===== config.mk =====
export PLATFORM = sky130hd
export DESIGN_NAME = aivf_top
export DESIGN_NICKNAME = d
export VERILOG_FILES = /design/src/hdl/aivf_pkg.sv /design/src/hdl/aivf_format.sv /design/src/hdl/aivf_sync.sv /design/src/hdl/aivf_top.sv
export SDC_FILE = /design/constraint.sdc
export NUM_CORES = 1
export LEC_CHECK = 0
export ABC_AREA = 1
export BUFFER_PORTS_ARGS = -buffer_cell sky130_fd_sc_hd__buf_2
export CAP_MARGIN = 20
export CORE_MARGIN = 3
export CORE_UTILIZATION = 50
export DETAILED_ROUTE_END_ITERATION = 6
export PLACE_DENSITY = 0.75
export SLEW_MARGIN = 20
export SYNTH_ARGS = -nofsm -noshare
export SYNTH_HDL_FRONTEND = slang
export SYNTH_SLANG_ARGS = --single-unit

===== constraint.sdc =====
create_clock -name mclk -period 2.23 [get_ports mclk]
set_input_delay 0 -clock mclk [delete_from_list [all_inputs] [get_ports mclk]]
set_output_delay 0 -clock mclk [all_outputs]
set_load 0.02 [all_outputs]

===== src/hdl/aivf_pkg.sv =====
// shared constants, types and decode helpers for the analog input value formatter
package aivf_pkg;

   // -----------------------------------------------------------------
   // channel and group organisation
   // -----------------------------------------------------------------
   localparam int          AIVF_NUM_RANGES = 12;
   localparam int          AIVF_GROUPS     = 4;
   localparam int          AIVF_CODE_W     = 4;
   localparam int          AIVF_CHANNELS   = 16;
   localparam int          AIVF_RAW_W      = 12;
   localparam int          AIVF_SYNC_W     = 23;

   // -----------------------------------------------------------------
   // result word layout
   // -----------------------------------------------------------------
   localparam int          AIVF_BIT_OVER   = 0;
   localparam int          AIVF_BIT_FAULT  = 1;
   localparam int          AIVF_BIT_ACTIVE = 2;
   localparam int          AIVF_BIT_VAL_LO = 3;
   localparam int          AIVF_BIT_VAL_HI = 14;
   localparam int          AIVF_BIT_SPARE  = 14;
   localparam int          AIVF_BIT_SIGN   = 15;
   localparam logic [15:0] AIVF_WORD_RST   = 16'h0000;
   localparam logic [11:0] AIVF_MID_CODE   = 12'h800;
   localparam logic [10:0] AIVF_MAG_MAX    = 11'h7FF;

   // -----------------------------------------------------------------
   // address map of the result words
   // -----------------------------------------------------------------
   localparam logic [7:0]  AIVF_BASE_FIRST = 8'h80;
   localparam logic [7:0]  AIVF_WIN_DIFF   = 8'h10;
   localparam logic [7:0]  AIVF_WIN_COMMON = 8'h20;
   localparam logic        AIVF_AREA_BASIC = 1'b0;
   localparam logic        AIVF_AREA_EXT   = 1'b1;

   typedef enum logic [3:0] {
      AIVF_RNG_0_20MA  = 4'h0,
      AIVF_RNG_0_1V25  = 4'h1,
      AIVF_RNG_0_2V5   = 4'h2,
      AIVF_RNG_0_5V    = 4'h3,
      AIVF_RNG_0_10V   = 4'h4,
      AIVF_RNG_PM20MA  = 4'h5,
      AIVF_RNG_PM1V25  = 4'h6,
      AIVF_RNG_PM2V5   = 4'h7,
      AIVF_RNG_PM5V    = 4'h8,
      AIVF_RNG_PM10V   = 4'h9,
      AIVF_RNG_4_20MA  = 4'hA,
      AIVF_RNG_1_5V    = 4'hB
   } aivf_range_type;

   typedef enum logic [1:0] {
      AIVF_FMT_TWOS    = 2'b00,
      AIVF_FMT_SIGNMAG = 2'b01,
      AIVF_FMT_BINARY  = 2'b10
   } aivf_fmt_type;

   // one table for every group: bipolar ranges are the five symmetric ones
   function automatic logic aivf_is_bipolar(input logic [3:0] code);
      return (code >= AIVF_RNG_PM20MA) && (code <= AIVF_RNG_PM10V);
   endfunction : aivf_is_bipolar

endpackage : aivf_pkg


===== src/hdl/aivf_format.sv =====
// turns one raw conversion code into a formatted 16-bit result word
`timescale 1ns/1ps
module aivf_format (
   input  wire logic        mclk,
   input  wire logic        rst,
   input  wire logic        in_valid,
   input  wire logic [3:0]  in_chan,
   input  wire logic [11:0] in_raw,
   input  wire logic        in_over,
   input  wire logic        in_break,
   input  wire logic [3:0]  range_code,
   input  wire logic [1:0]  fmt,
   output logic             out_valid,
   output logic      [3:0]  out_chan,
   output logic      [15:0] out_word
);

   logic        bipolar;
   logic [11:0] signed_val;
   logic [11:0] mag;
   logic [15:0] next_word;

   always_comb begin
      bipolar    = aivf_pkg::aivf_is_bipolar(range_code);
      signed_val = in_raw ^ aivf_pkg::AIVF_MID_CODE;
      mag        = signed_val[11] ? 12'(-signed_val) : signed_val;
      next_word  = aivf_pkg::AIVF_WORD_RST;
      next_word[aivf_pkg::AIVF_BIT_OVER]   = in_over;
      next_word[aivf_pkg::AIVF_BIT_FAULT]  = in_break;
      next_word[aivf_pkg::AIVF_BIT_ACTIVE] = 1'b0;
      if (!bipolar) begin
         next_word[14:3] = in_raw;
      end else begin
         case (fmt)
            aivf_pkg::AIVF_FMT_SIGNMAG: begin
               next_word[aivf_pkg::AIVF_BIT_SIGN] = signed_val[11];
               // -2048 has no 11-bit magnitude; it saturates
               next_word[13:3] = mag[11] ? aivf_pkg::AIVF_MAG_MAX : mag[10:0];
            end
            aivf_pkg::AIVF_FMT_BINARY: begin
               next_word[14:3] = in_raw;
            end
            default: begin
               next_word[aivf_pkg::AIVF_BIT_SIGN] = signed_val[11];
               next_word[13:3] = signed_val[10:0];
            end
         endcase
      end
   end

   always_ff @(posedge mclk) begin
      if (rst) begin
         out_valid <= 1'b0;
         out_chan  <= 4'h0;
         out_word  <= aivf_pkg::AIVF_WORD_RST;
      end else begin
         out_valid <= in_valid;
         out_chan  <= in_chan;
         out_word  <= next_word;
      end
   end

endmodule : aivf_format


===== src/hdl/aivf_sync.sv =====
// three-stage synchroniser with agreement filter for static switch inputs
`timescale 1ns/1ps
module aivf_sync #(
   parameter int WIDTH = 1
) (
   input  wire logic             mclk,
   input  wire logic             rst,
   input  wire logic [WIDTH-1:0] pin_in,
   output logic      [WIDTH-1:0] sync_out
);

   logic [WIDTH-1:0] stage1;
   logic [WIDTH-1:0] stage2;
   logic [WIDTH-1:0] stage3;

   always_ff @(posedge mclk) begin
      if (rst) begin
         stage1 <= '0;
         stage2 <= '0;
         stage3 <= '0;
      end else begin
         stage1 <= pin_in;
         stage2 <= stage1;
         stage3 <= stage2;
      end
   end

   // a change counts once stage two and three agree
   always_ff @(posedge mclk) begin
      if (rst) begin
         sync_out <= '0;
      end else if (stage2 == stage3) begin
         sync_out <= stage3;
      end
   end

endmodule : aivf_sync


===== src/hdl/aivf_top.sv =====
// analog input value formatter: switch decode, result RAM and bus read port
`timescale 1ns/1ps

module aivf_top (
   input  wire logic        mclk,
   input  wire logic        rst,
   input  wire logic [15:0] sw_range,
   input  wire logic [1:0]  sw_fmt,
   input  wire logic        sw_diff,
   input  wire logic        sw_area,
   input  wire logic [2:0]  sw_base,
   input  wire logic        conv_valid,
   input  wire logic [3:0]  conv_chan,
   input  wire logic [11:0] conv_raw,
   input  wire logic        conv_over,
   input  wire logic        conv_break,
   input  wire logic        io_rd,
   input  wire logic        io_area,
   input  wire logic [7:0]  io_addr,
   output logic      [15:0] io_data,
   output logic             io_ack,
   output logic             cfg_error
);

   // ----------------------------------------------------------------
   // switch synchronisation
   // ----------------------------------------------------------------
   logic [22:0] sw_pins;
   logic [22:0] sw_sync;
   logic [15:0] cfg_range;
   logic [1:0]  cfg_fmt;
   logic        cfg_diff;
   logic        cfg_area;
   logic [2:0]  cfg_base;

   assign sw_pins = {sw_range, sw_fmt, sw_diff, sw_area, sw_base};

   aivf_sync #(
      .WIDTH (aivf_pkg::AIVF_SYNC_W)
   ) u_sync (
      .mclk     (mclk),
      .rst      (rst),
      .pin_in   (sw_pins),
      .sync_out (sw_sync)
   );

   assign cfg_range = sw_sync[22:7];
   assign cfg_fmt   = sw_sync[6:5];
   assign cfg_diff  = sw_sync[4];
   assign cfg_area  = sw_sync[3];
   assign cfg_base  = sw_sync[2:0];

   // ----------------------------------------------------------------
   // channel group selection
   // ----------------------------------------------------------------
   logic [1:0]  conv_group;
   logic        conv_ok;
   logic [3:0]  conv_code;
   logic [3:0]  group_code [aivf_pkg::AIVF_GROUPS];

   // every group slices its own range code from the switch word
   generate
      for (genvar g = 0; g < aivf_pkg::AIVF_GROUPS; g++) begin : g_grp
         assign group_code[g] = cfg_range[g*4 +: 4];
      end
   endgenerate

   always_comb begin
      if (cfg_diff) begin
         conv_group = {1'b0, conv_chan[2]};
         conv_ok    = conv_valid && !conv_chan[3];
      end else begin
         conv_group = conv_chan[3:2];
         conv_ok    = conv_valid;
      end
      conv_code = group_code[conv_group];
   end

   // ----------------------------------------------------------------
   // result word formatting
   // ----------------------------------------------------------------
   logic        fmt_valid;
   logic [3:0]  fmt_chan;
   logic [15:0] fmt_word;

   aivf_format u_format (
      .mclk       (mclk),
      .rst        (rst),
      .in_valid   (conv_ok),
      .in_chan    (conv_chan),
      .in_raw     (conv_raw),
      .in_over    (conv_over),
      .in_break   (conv_break),
      .range_code (conv_code),
      .fmt        (cfg_fmt),
      .out_valid  (fmt_valid),
      .out_chan   (fmt_chan),
      .out_word   (fmt_word)
   );

   // ----------------------------------------------------------------
   // result RAM
   // ----------------------------------------------------------------
   logic [15:0] result_ram [aivf_pkg::AIVF_CHANNELS];

   always_ff @(posedge mclk) begin
      if (rst) begin
         for (int i = 0; i < aivf_pkg::AIVF_CHANNELS; i++) begin
            result_ram[i] <= aivf_pkg::AIVF_WORD_RST;
         end
      end else if (fmt_valid) begin
         result_ram[fmt_chan] <= fmt_word;
      end
   end

   // ----------------------------------------------------------------
   // address decode
   // ----------------------------------------------------------------
   logic [2:0]  base_step;
   logic [7:0]  base_byte;
   logic [7:0]  win_size;
   logic [7:0]  rd_offset;
   logic        rd_hit;
   logic [3:0]  rd_chan;

   always_comb begin
      // intermediate bases fall back to the lower one outside differential
      if (cfg_diff) begin
         base_step = cfg_base;
         win_size  = aivf_pkg::AIVF_WIN_DIFF;
      end else begin
         base_step = {cfg_base[2:1], 1'b0};
         win_size  = aivf_pkg::AIVF_WIN_COMMON;
      end
      base_byte = aivf_pkg::AIVF_BASE_FIRST + {1'b0, base_step, 4'h0};
      rd_offset = io_addr - base_byte;
      rd_chan   = rd_offset[4:1];
      if (io_area != cfg_area) begin
         rd_hit = 1'b0;
      end else if (io_addr < base_byte) begin
         rd_hit = 1'b0;
      end else if (rd_offset >= win_size) begin
         rd_hit = 1'b0;
      end else if (io_addr[0]) begin
         rd_hit = 1'b0;
      end else begin
         rd_hit = 1'b1;
      end
   end

   // ----------------------------------------------------------------
   // read port
   // ----------------------------------------------------------------
   always_ff @(posedge mclk) begin
      if (rst) begin
         io_ack  <= 1'b0;
         io_data <= aivf_pkg::AIVF_WORD_RST;
      end else if (io_rd && rd_hit) begin
         io_ack  <= 1'b1;
         io_data <= result_ram[rd_chan];
      end else begin
         io_ack  <= 1'b0;
         io_data <= aivf_pkg::AIVF_WORD_RST;
      end
   end

   always_ff @(posedge mclk) begin
      if (rst) begin
         cfg_error <= 1'b0;
      end else begin
         cfg_error <= !cfg_diff && cfg_base[0];
      end
   end

   logic conv_bip;
   assign conv_bip = aivf_pkg::aivf_is_bipolar(conv_code);
endmodule : aivf_top


==> summary.md, run 1 <==
| Metric | Value |
|---|---|
| # diodes | `0` |
| Pre-antenna DRT Iters | `6` |
| Vias | `11770` |
| Post-route antenna net violation count | `0` |
| Gate Count Post-Synth | `1698` |
| Slew @ Worst Pin | `834.7 ps` |
| Crit start category | `flip-flop` |
| Worst reg2reg setup slack | `10 ps` |
| CP Capture Type | `flip-flop` |
| Unrepaired setup endpoints after global routing | `yes` |
| Hold path start | `io_addr[0]` |
| Routed WL | `37810 um` |
| Worst hold slack | `33.54 ps` |
| Post-synth top area cell | `edfxtp_1` |
| Inserted Clock Buffers | `38` |
| Period utilization | `0.9942` |
| WP buf/inv | `3` |
| Initial antenna violation count | `0` |
| CTS tree | `yes` |
| Final net count | `1863` |
| Net Count, Synth | `1759` |
| Clock-pin slew on the worst setup and hold paths | `60 ps` |
| Worst-path cell chain | `nand2_1, inv_1, ha_1, inv_2, fa_1, ha_2, nor2_1, o21ai_1, nor3_1, o211ai_1, a21oi_2, buf_12, o211a_1` |
| Final Hold Viols | `0` |
| Peak supply drop | `657.1 uV` |
| Setup ws final | `12.96 ps` |
| Shortest period the worst path allows | `2217 ps` |
| Finished Layout Cells | `2226` |
| CTS root buf | `clkbuf_16` |
| Cell with the most instances after synthesis | `nor2_1` |
| Sequential area share after synthesis | `0.6167` |
| Largest net degree at the start of global routing | `88` |
| DRC viols | `0` |
| Number of global-route vias before repair | `11160` |
| FILL cells | `2481` |
| Row count | `64` |
| Wire per inst | `16.98 um` |
| Placed inst area | `16770 um^2` |
| R2R depth | `13` |
| Post-synth top cells | `nor2_1 (397), nand2_1 (250), edfxtp_1 (240), inv_1 (204), dfxtp_1 (129)` |
| # H-tree levels | `2` |
| F_max | `0.4511 GHz` |
| Share of cells above drive strength 1 | `0.1044` |
| Worst hold stages | `5` |
| Synth-to-layout area growth | `16.62%` |
| Clk_lat worst skew | `530 ps` |
| CP max stage cell | `fa_1` |
| Final instance area | `18510 um^2` |
| CORE AREA | `30910 um^2` |
| Yosys reg bits | `369` |
| Share of flip-flops with an asynchronous set or reset | `0` |
| Synth cell types | `36` |
| GRT Total Usage | `0.2218` |
| DIE AREA | `33920 um^2` |
| Leading post-synthesis cells by cell area | `edfxtp_1 (45%), dfxtp_1 (16%), nor2_1 (9.4%)` |
| Place WS | `-12.09 ps` |
| Overflow after GRT | `0` |
| Max clock buf depth | `3` |
| Clk_skew | `15.44 ps` |
| R2r startpoint | `u_sync.sync_out[4]$_SDFFE_PP0N_` |
| Cell family with most CP delay | `adder cells` |
| # IOs | `72` |
| Crit path largest cell delay | `410 ps` |
| WS Path Type | `flip-flop to flip-flop` |
| Max FO, Critical Path | `16` |
| Max-Cap Viols | `0` |
| Critical path arrival | `2690 ps` |
| Top FF cell, synth | `edfxtp_1` |
| Total setup buffers inserted after CTS | `0` |
| LEAKAGE | `8.054 nW` |
| Power per cell area | `828.8 nW/um^2` |
| Vias/cell | `5.287` |
| Crit Reg-Reg Endpoint | `io_data[0]$_SDFF_PP0_` |
| # port buffers | `70` |
| # clock sinks | `369` |
| Outcome | `complete, no violations` |
| Setup violators final | `0` |
| Cell Area, Synth | `15870 um^2` |
| Slew Viols, Final | `0` |
| Share of the synthesized area in the top cell type | `0.4540` |
| Die width | `184.2 um` |
| Relative slew slack | `0.4435` |
| Total chip power | `15.34 mW` |
| DP Cell Count | `2116` |
| Avg Inst Size Synth | `9.349 um^2` |
| Hold path endpoint | `io_ack$_SDFF_PP0_` |
| Die Ht | `184.2 um` |
| Hold crit path type | `input pin to flip-flop` |
| Initial DRC Count | `1321` |
| Post-synth EDFFs | `240` |
| First-pass GRT wire length | `59190 um` |
| Final Wtd Congestion | `0.8306` |
| Initial Util | `0.5136` |
| Detailed placement HPWL | `22610 um` |
| Worst path required time | `2700 ps` |
| Synth warn | `0` |
[registers in the layout, summed over array words and instances (netlist names)]
name                count
cfg_error               1
io_ack                  1
io_data                15
result_ram            240
u_format.out_chan       4
u_format.out_valid      1
u_format.out_word      15
u_sync.stage1          23
u_sync.stage2          23
u_sync.stage3          23
u_sync.sync_out        23
[report_power, final]
| group | internal (mW) | switching, mW |
|---|---|---|
| Sequential | 7.49 | 0.0756 |
| Clock | 4.04 | 2.57 |
| Combinational | 0.371 | 0.794 |
[repair_timing]
| action | 4_1_cts | 5_1_grt |
|---|---|---|
| endpoints found under the setup margin | 15 | 16 |
| endpoints found under the hold margin | 43 | 0 |
| hold buffers | 42 | 0 |
| resized for setup | 1 | 1 |
| cloned | 0 | 0 |
| pin swaps | 1 | 1 |
[area by class of cell]
type | count | area, um^2 | share of cell area
Sequential cell | 369 | 9791 | 0.5289
Multi-Input combinational cell | 1025 | 4875 | 0.2633
Timing Repair Buffer | 161 | 1257 | 0.06792
Clock buffer | 54 | 1146 | 0.06191
Inverter | 207 | 777.0 | 0.04197
Tap cell | 396 | 495.5 | 0.02676
Clock inverter | 14 | 171.4 | 0.009259
[per-stage QoR]
step | utilization | setup TNS, ps
5_1_grt | 0.5989 | -2233
3_3_place_gp | 0.5426 | 0
6_report | 0.5989 | 0
3_5_place_dp | 0.5426 | -71.94
2_1_floorplan | - | 0
4_1_cts | 0.5989 | 0
[how the worst max path moves through the flow]
stage,from,end,slack (ps),cells past startpoint
global placement,u_sync.sync_out[4]$_SDFFE_PP0N_,io_data[3]$_SDFF_PP0_,30,13
CTS,u_sync.sync_out[4]$_SDFFE_PP0N_,io_data[0]$_SDFF_PP0_,2,13
floorplan,u_sync.sync_out[4]$_SDFFE_PP0N_,io_data[0]$_SDFF_PP0_,30,13
global route,u_sync.sync_out[4]$_SDFFE_PP0N_,io_data[6]$_SDFF_PP0_,-170,13
detailed placement,u_sync.sync_out[4]$_SDFFE_PP0N_,io_data[15]$_SDFF_PP0_,-10,13
finish,u_sync.sync_out[4]$_SDFFE_PP0N_,io_data[0]$_SDFF_PP0_,10,13
[kinds of logic (layout without fill, tap and decap cells)]
family                     count (synthesis)  count (layout)  synth area share
adders and majority gates                  7               7          0.005990
xor gates and xnor gates                  14              14          0.007725
muxes                                     61              61           0.03846
buffers and inverters                    304             436           0.07638
other                                      1               1         0.0002362
AOI/OAI and AO/OA                        225             225           0.07653
and+or+nand+nor                          717             717            0.1780
DFF                                      369             369            0.6167
[worst min-delay path: stages]
cell	delay [ps]
buf_2	110
nor3_1	60
o211ai_1	120
a21oi_2	70
buf_12	150
[cell usage in the layout (no fill, tap or decap), drive strengths merged, types with 7 or more instances in the layout]
cell,synthesis,routed
clkinv,1,7
nor2,397,397
clkbuf,61,54
dfxtp,129,129
a21oi,76,76
nand2,251,251
o21ai,129,129
edfxtp,240,240
xnor2,8,8
o211a,15,15
nand3,45,45
buf,36,119
nor3,10,10
mux2i,61,61
dlygate4sd3,0,42
inv,206,209
[routing by layer]
| layer | wire length, um | GRT usage | part of all wire | up-vias |
|---|---|---|---|---|
| met1 | 15650 | 0.3092 | 0.41 | 5432 |
| met4 | 1175 | 0.07681 | 0.031 | 0 |
| met5 | 0 | 0 | 0 | - |
| met3 | 3697 | 0.04283 | 0.098 | 90 |
| met2 | 17280 | 0.3510 | 0.46 | 564 |
| li1 | - | - | - | 5683 |
Note: power is estimated with default switching activity, not from simulation.
==> run 2, diff against run 1 <==
- ABC_CLOCK_PERIOD_IN_PS: default -> 2230
- PLACE_DENSITY: 0.75 -> 0.76
==> summary.md, run 2 (synthesis gave the netlist of run 1 again) <==
| Metric | Value |
|---|---|
| Worst path depth | `13 (unchanged)` |
| WP buf/inv | `3 (unchanged)` |
| LEAKAGE | `7.952 nW (-1.3%)` |
| Reg power frac | `0.514 (+0.021)` |
| Area of the multi-input gates | `4877 um^2 (about the same)` |
| Clk_lat worst skew | `530 ps (about the same)` |
| Max FFs per register | `240 (unchanged)` |
| # H-tree levels | `2 (unchanged)` |
| Number of global-route vias before repair | `11310 (+1.4%)` |
| WS Path Type | `flip-flop to flip-flop` |
| Period utilization | `1.030 (+0.03534)` |
| Initial antenna violation count | `0 (unchanged)` |
| Clk_skew | `19.03 ps (+3.581 ps)` |
| Worst path required time | `2690 ps (about the same)` |
| Placed inst area | `16670 um^2 (-0.58%)` |
| Reg area | `9792 um^2 (about the same)` |
| Initial Util | `0.5136 (unchanged)` |
| Die Ht | `184.2 um (unchanged)` |
| Worst reg2reg setup slack | `-70 ps (-80 ps)` |
| # IOs | `72 (unchanged)` |
| Largest net degree at the start of global routing | `88 (unchanged)` |
| Final instance area | `18300 um^2 (-1.1%)` |
| Final Wtd Congestion | `0.8204 (-1.2%)` |
| Shortest period the worst path allows | `2296 ps (+78.81 ps)` |
| DP Cell Count | `2113 (-0.14%)` |
| Crit path largest cell delay | `410 ps (about the same)` |
| Relative slew slack | `0.4344 (-0.009097)` |
| CTS root buf | `clkbuf_16` |
| Total chip power | `14.70 mW (-4.2%)` |
| Wire per inst | `16.40 um (-3.4%)` |
| Slew @ Worst Pin | `847.5 ps (+12.71 ps)` |
| Crit Reg-Reg Endpoint | `io_data[3]$_SDFF_PP0_` |
| Place WS | `-78.65 ps (-66.57 ps)` |
| Post-route antenna net violation count | `0 (unchanged)` |
| Overflow after GRT | `0 (unchanged)` |
| Detailed placement HPWL | `22210 um (-1.8%)` |
| Row count | `64 (unchanged)` |
| Setup violators final | `15 (+15)` |
| Switching share of power | `0.2303 (+0.006064)` |
| Cell family with most CP delay | `adder cells` |
| P_int | `11.32 mW (-4.9%)` |
| Max-Cap Viols | `0 (unchanged)` |
| Commonest cells after routing, fill and taps aside | `nor2_1 (396), nand2_1 (250), edfxtp_1 (240)` |
| CORE AREA | `30910 um^2 (unchanged)` |
| DRC viols | `0 (unchanged)` |
| Clock Power Share | `0.408 (-0.023)` |
| Slew Viols, Final | `0 (unchanged)` |
| Violated checks | `negative setup slack` |
| Finished Layout Cells | `2224 (-0.090%)` |
| Commonest non-fill, non-tap cell in the layout | `nor2_1` |
| Pre-antenna DRT Iters | `6 (unchanged)` |
| Power per cell area | `803.5 nW/um^2 (-3.1%)` |
| Unrepaired setup endpoints after global routing | `yes` |
| Critical Path Start | `u_sync.sync_out[0]$_SDFFE_PP0N_` |
| # port buffers | `70 (unchanged)` |
| Initial DRC Count | `1367 (+3.5%)` |
| Clock-pin slew on the worst setup and hold paths | `70 ps (about the same)` |
| Setup_tns | `-641.5 ps (-641.5 ps)` |
| Critical path arrival | `2760 ps (+70 ps)` |
| Biggest register | `result_ram` |
| FILL cells | `2460 (-0.85%)` |
| R2r startpoint | `u_sync.sync_out[0]$_SDFFE_PP0N_` |
| Crit start category | `flip-flop` |
| CP endpoint | `io_data[3]$_SDFF_PP0_` |
| Worst-path cell chain | `nand2_1, inv_1, ha_1, inv_2, fa_1, ha_2, nor2_2, o21ai_1, nor3_1, o211ai_1, a21oi_2, buf_12, o211a_1` |
| Combinational share of power | `0.077 (about the same)` |
| # clock sinks | `369 (unchanged)` |
| Share of cells above drive strength 1 | `0.1034 (-0.0009799)` |
| Max clock buf depth | `3 (unchanged)` |
| Hold crit path type | `input pin to flip-flop` |
| Synth-to-layout area growth | `15.28%` |
| Final net count | `1860 (-0.16%)` |
| Routed WL | `36480 um (-3.5%)` |
| F_max | `0.4356 GHz (-3.4%)` |
| Die width | `184.2 um (unchanged)` |
| Peak supply drop | `715.5 uV (+8.9%)` |
| CP Capture Type | `flip-flop` |
| DIE AREA | `33920 um^2 (unchanged)` |
| Fin util | `0.5921 (-0.006881)` |
| Outcome | `finished, violations left` |
| Setup ws final | `-65.85 ps (-78.81 ps)` |
| Vias | `11530 (-2.0%)` |
| Total setup buffers inserted after CTS | `0 (unchanged)` |
| Final Hold Viols | `0 (unchanged)` |
| Inserted Clock Buffers | `37 (-2.6%)` |
| Vias/cell | `5.186 (-1.9%)` |
| CP max stage cell | `fa_1` |
| CTS tree | `yes` |
| First-pass GRT wire length | `58160 um (-1.7%)` |
| # diodes | `0 (unchanged)` |
| Switching power | `3.387 mW (-1.6%)` |
| GRT Total Usage | `0.2170 (-0.004848)` |
| R2R depth | `13 (unchanged)` |
| Max FO, Critical Path | `16 (unchanged)` |
| Worst hold slack | `37.99 ps (+4.450 ps)` |
## run 2: routing by layer
| metal | GRT usage | routed length (um) |
|---|---|---|
| met5 | 0 | 0 |
| met4 | 0.06441 | 927 |
| met3 | 0.05269 | 3581 |
| met2 | 0.3452 | 16500 |
| met1 | 0.2983 | 15470 |
## run 2: power by group through the flow
stage	Clock, mW	Sequential, mW	Combinational, mW
after floorplan	0	7.69	0.710
after global routing	6.37	7.58	1.27
after detailed placement	0	7.71	1.06
final	6.00	7.56	1.14
after global placement	0	7.70	1.03
after CTS	6.05	7.56	1.13
## run 2: cell type report
class                           count  area share
Sequential cell                   369      0.5351
Multi-Input combinational cell   1025      0.2665
Timing Repair Buffer              159     0.06393
Clock buffer                       54     0.06078
Inverter                          207     0.04246
Tap cell                          396     0.02707
Clock inverter                     14    0.004171
## run 2: repair_timing
item | in CTS | in global routing
pin swaps | 0 | 2
cloned | 0 | 0
hold buffers | 43 | 0
endpoints found under the hold margin | 44 | 0
gates resized for setup | 3 | 1
setup endpoints to repair | 15 | 16
## run 2: worst min-delay path, delay by kind of cell
family | cells | cell delay (ps)
buffers and inverters | 2 | 250
AO/OA/AOI/OAI | 3 | 240
## run 2: how the worst min path moves through the flow
stage,from,to,depth (start not counted)
global placement,sw_range[11],u_sync.stage1[18]$_SDFF_PP0_,3
detailed placement,sw_range[5],u_sync.stage1[12]$_SDFF_PP0_,3
global route,io_area,io_ack$_SDFF_PP0_,5
floorplan,conv_chan[3],u_format.out_valid$_SDFF_PP0_,1
CTS,io_area,io_ack$_SDFF_PP0_,5
finish,io_area,io_ack$_SDFF_PP0_,5
==> run 3, diff against run 2 <==
- CTS_BUF_LIST: default -> sky130_fd_sc_hd__clkbuf_8
- PLACE_DENSITY: 0.76 -> 0.75
- SYNTH_HIERARCHICAL: default -> 1
==> summary.md, run 3 <==
| Metric | Value |
|---|---|
| Outcome | `complete, no violations` |
| Commonest non-fill, non-tap cell in the layout | `nand2_1` |
| Yosys reg bits | `386 (+4.6%)` |
| Fin util | `0.5872 (-0.004819)` |
| Overflow after GRT | `0 (unchanged)` |
| Clk_lat worst skew | `640 ps (+110 ps)` |
| Synth warn | `6 (+6)` |
| Gate Count Post-Synth | `2176 (+28%)` |
| First-pass GRT wire length | `69120 um (+19%)` |
| Clock-pin slew on the worst setup and hold paths | `60 ps (about the same)` |
| Die width | `194.9 um (+5.8%)` |
| Share of the synthesized area in the top cell type | `0.4309 (-0.02312)` |
| M1 wire length | `16980 um (+9.8%)` |
| Vias | `14020 (+22%)` |
| Shortest period the worst path allows | `2072 ps (-224.0 ps)` |
| Initial antenna violation count | `1 (+1)` |
| Met2 wire len | `21270 um (+29%)` |
| Cell Area, Synth | `17840 um^2 (+12%)` |
| Max clock buf depth | `3 (unchanged)` |
| Final net count | `2375 (+28%)` |
| Pre-antenna DRT Iters | `6 (unchanged)` |
| Period utilization | `0.9291 (-0.1005)` |
| Setup_tns | `0 ps (+641.5 ps)` |
| Initial Util | `0.5114 (-0.002119)` |
| Setup violators final | `0 (-15)` |
| Number of global-route vias before repair | `13870 (+23%)` |
| Clk_skew | `41.67 ps (+22.65 ps)` |
| F_max | `0.4827 GHz (+11%)` |
| LEAKAGE | `9.440 nW (+19%)` |
| Vias/cell | `4.970 (-4.2%)` |
| DIE AREA | `37980 um^2 (+12%)` |
| Power per cell area | `735.4 nW/um^2 (-8.5%)` |
| Post-synth top cells | `nand2_1 (550), inv_1 (426), nor2_1 (405), edfxtp_1 (256), nand3_1 (187)` |
| Net Count, Synth | `2237 (+27%)` |
| Detailed placement HPWL | `27020 um (+22%)` |
| Routed WL | `43000 um (+18%)` |
| Worst path required time | `2810 ps (+120 ps)` |
| Final Hold Viols | `0 (unchanged)` |
| Post-synth top area cell | `edfxtp_1` |
| Cell with the most instances after synthesis | `nand2_1` |
| # IOs | `72 (unchanged)` |
| Top FF cell, synth | `edfxtp_1` |
| GRT Total Usage | `0.2247 (+0.007691)` |
| Max-Cap Viols | `0 (unchanged)` |
| Biggest register | `result_ram` |
| Leading post-synthesis cells by cell area | `edfxtp_1 (43%), dfxtp_1 (15%), nand2_1 (12%)` |
| Slew Viols, Final | `0 (unchanged)` |
| Row count | `68 (+6.3%)` |
| Wire per inst | `15.25 um (-7.0%)` |
| WS Path Type | `flip-flop to flip-flop` |
| CP Capture Type | `flip-flop` |
| # diodes | `0 (unchanged)` |
| Avg Inst Size Synth | `8.199 um^2 (-12%)` |
| Sequential area share after synthesis | `0.5768 (-0.03994)` |
| Unrepaired setup endpoints after global routing | `no` |
| # H-tree levels | `2 (unchanged)` |
| Post-synth EDFFs | `256 (+6.7%)` |
| Commonest cells after routing, fill and taps aside | `nand2_1 (548), inv_1 (446), nor2_1 (403)` |
| DP Cell Count | `2648 (+25%)` |
| Highest routed layer | `met5` |
| Critical path arrival | `2650 ps (-110 ps)` |
| Post-route antenna net violation count | `0 (unchanged)` |
| Relative slew slack | `0.4498 (+0.01538)` |
| Total chip power | `15.06 mW (+2.5%)` |
| Wire length on met3 | `3388 um (-5.4%)` |
| Largest net degree at the start of global routing | `78 (-11%)` |
| Max FO, Critical Path | `17 (+1)` |
| Peak supply drop | `473.1 uV (-34%)` |
| CORE AREA | `34880 um^2 (+13%)` |
| Max FFs per register | `256 (+6.7%)` |
| CTS tree | `yes` |
| Synth cell types | `32 (-11%)` |
| Share of cells above drive strength 1 | `0.1091 (+0.005699)` |
| Crit start category | `flip-flop` |
| Final Wtd Congestion | `0.8739 (+6.5%)` |
| Hold crit path type | `input pin to flip-flop` |
| Initial DRC Count | `1221 (-11%)` |
| # port buffers | `71 (+1.4%)` |
| DRC viols | `0 (unchanged)` |
| Share of flip-flops with an asynchronous set or reset | `0 (unchanged)` |
| Inserted Clock Buffers | `60 (+62%)` |
| Worst reg2reg setup slack | `160 ps (+220 ps)` |
| # clock sinks | `386 (+4.6%)` |
| Slew @ Worst Pin | `824.4 ps (-23.04 ps)` |
| Synth-to-layout area growth | `14.82%` |
| CTS root buf | `clkbuf_8` |
| Die Ht | `194.9 um (+5.8%)` |
| Finished Layout Cells | `2820 (+27%)` |
==> run 3: cell types whose count changed in the layout (fill, tap and decap cells not counted), moves of 23 or more <==
cell | previous run | this run
clkbuf_16 | 39 | 0
mux2i_1 | 61 | 0
o21ai_0 | 106 | 3
o21ai_1 | 23 | 0
nand3_1 | 43 | 186
a21oi_1 | 75 | 27
inv_1 | 203 | 446
clkbuf_8 | 8 | 68
nand2_1 | 250 | 548
==> run 3: worst max-delay path, stage by stage, from the launching register on <==
cell     delay (ps)
dfxtp_2         320
nand2_2          50
inv_1            30
ha_1            170
inv_2            60
fa_1            410
ha_2            180
nor2_1           90
nand2_1          70
nor2_2           90
nand3_2         100
nor2_4          130
buf_12          150
nand2_1          70
nor2_2           90
==> run 3: where the power goes <==
group	leakage, nW	total [mW]	internal [mW]	switching [mW]
combinational	4.95	1.35	0.434	0.912
sequential	3.80	7.90	7.83	0.0770
clock	0.693	5.82	3.03	2.78
==> run 3: layout make-up <==
type	count	area, um^2
fill	3004	14400
sequential	386	10290
multi-input combinational	1250	5321
inverter	432	1623
timing repair buffer	184	1489
clock buffer	68	935.9
tap	455	569.3
clock inverter	45	254.0
==> run 3: stage by stage <==
| stage | hold WS [ps] | setup WS [ps] | cell area [um^2] |
|---|---|---|---|
| floorplan | 79.31 | 114.6 | 17840 |
| global placement | 197.9 | 110.9 | 18670 |
| detailed placement | 205.0 | 80.51 | 18670 |
| CTS | 16.52 | 78.57 | 20440 |
| global route | 72.33 | 3.863 | 20480 |
| finish | 55.75 | 158.2 | 20480 |
==> run 3: logic make-up (layout without fill, tap and decap cells) <==
family                     after synthesis  count (layout)  synth area share
buffers and inverters                  540             729            0.1262
adders and majority gates                7               7          0.005330
DFF                                    386             386            0.5768
xor gates and xnor gates                 4               4          0.001964
AOI/OAI and AO/OA                       38              38           0.01241
other                                    1               1         0.0002102
and+or+nand+nor                       1200            1200            0.2772
==> run 3: timing repair <==
item	in CTS	in global routing
setup endpoints to repair	0	26
hold buffers	58	0
hold endpoints to repair	67	0
resized for setup	0	10
buffers inserted	0	1
==> run 3: worst paths after layout <==
kind | start | to | cells past startpoint
max | u_sync/sync_out[4]$_SDFFE_PP0N_ | io_data[8]$_SDFF_PP0_ | 14
min reg2reg | u_sync/stage1[11]$_SDFF_PP0_ | u_sync/stage2[11]$_SDFF_PP0_ | 2
max reg2reg | u_sync/sync_out[4]$_SDFFE_PP0N_ | io_data[8]$_SDFF_PP0_ | 14
min | io_addr[1] | io_data[3]$_SDFF_PP0_ | 6
==> run 3: routing by layer <==
metal,up-vias,GRT usage
li1,6890,-
met1,6472,0.2814
met2,549,0.3924
met3,103,0.03727
met4,2,0.08344
met5,-,0
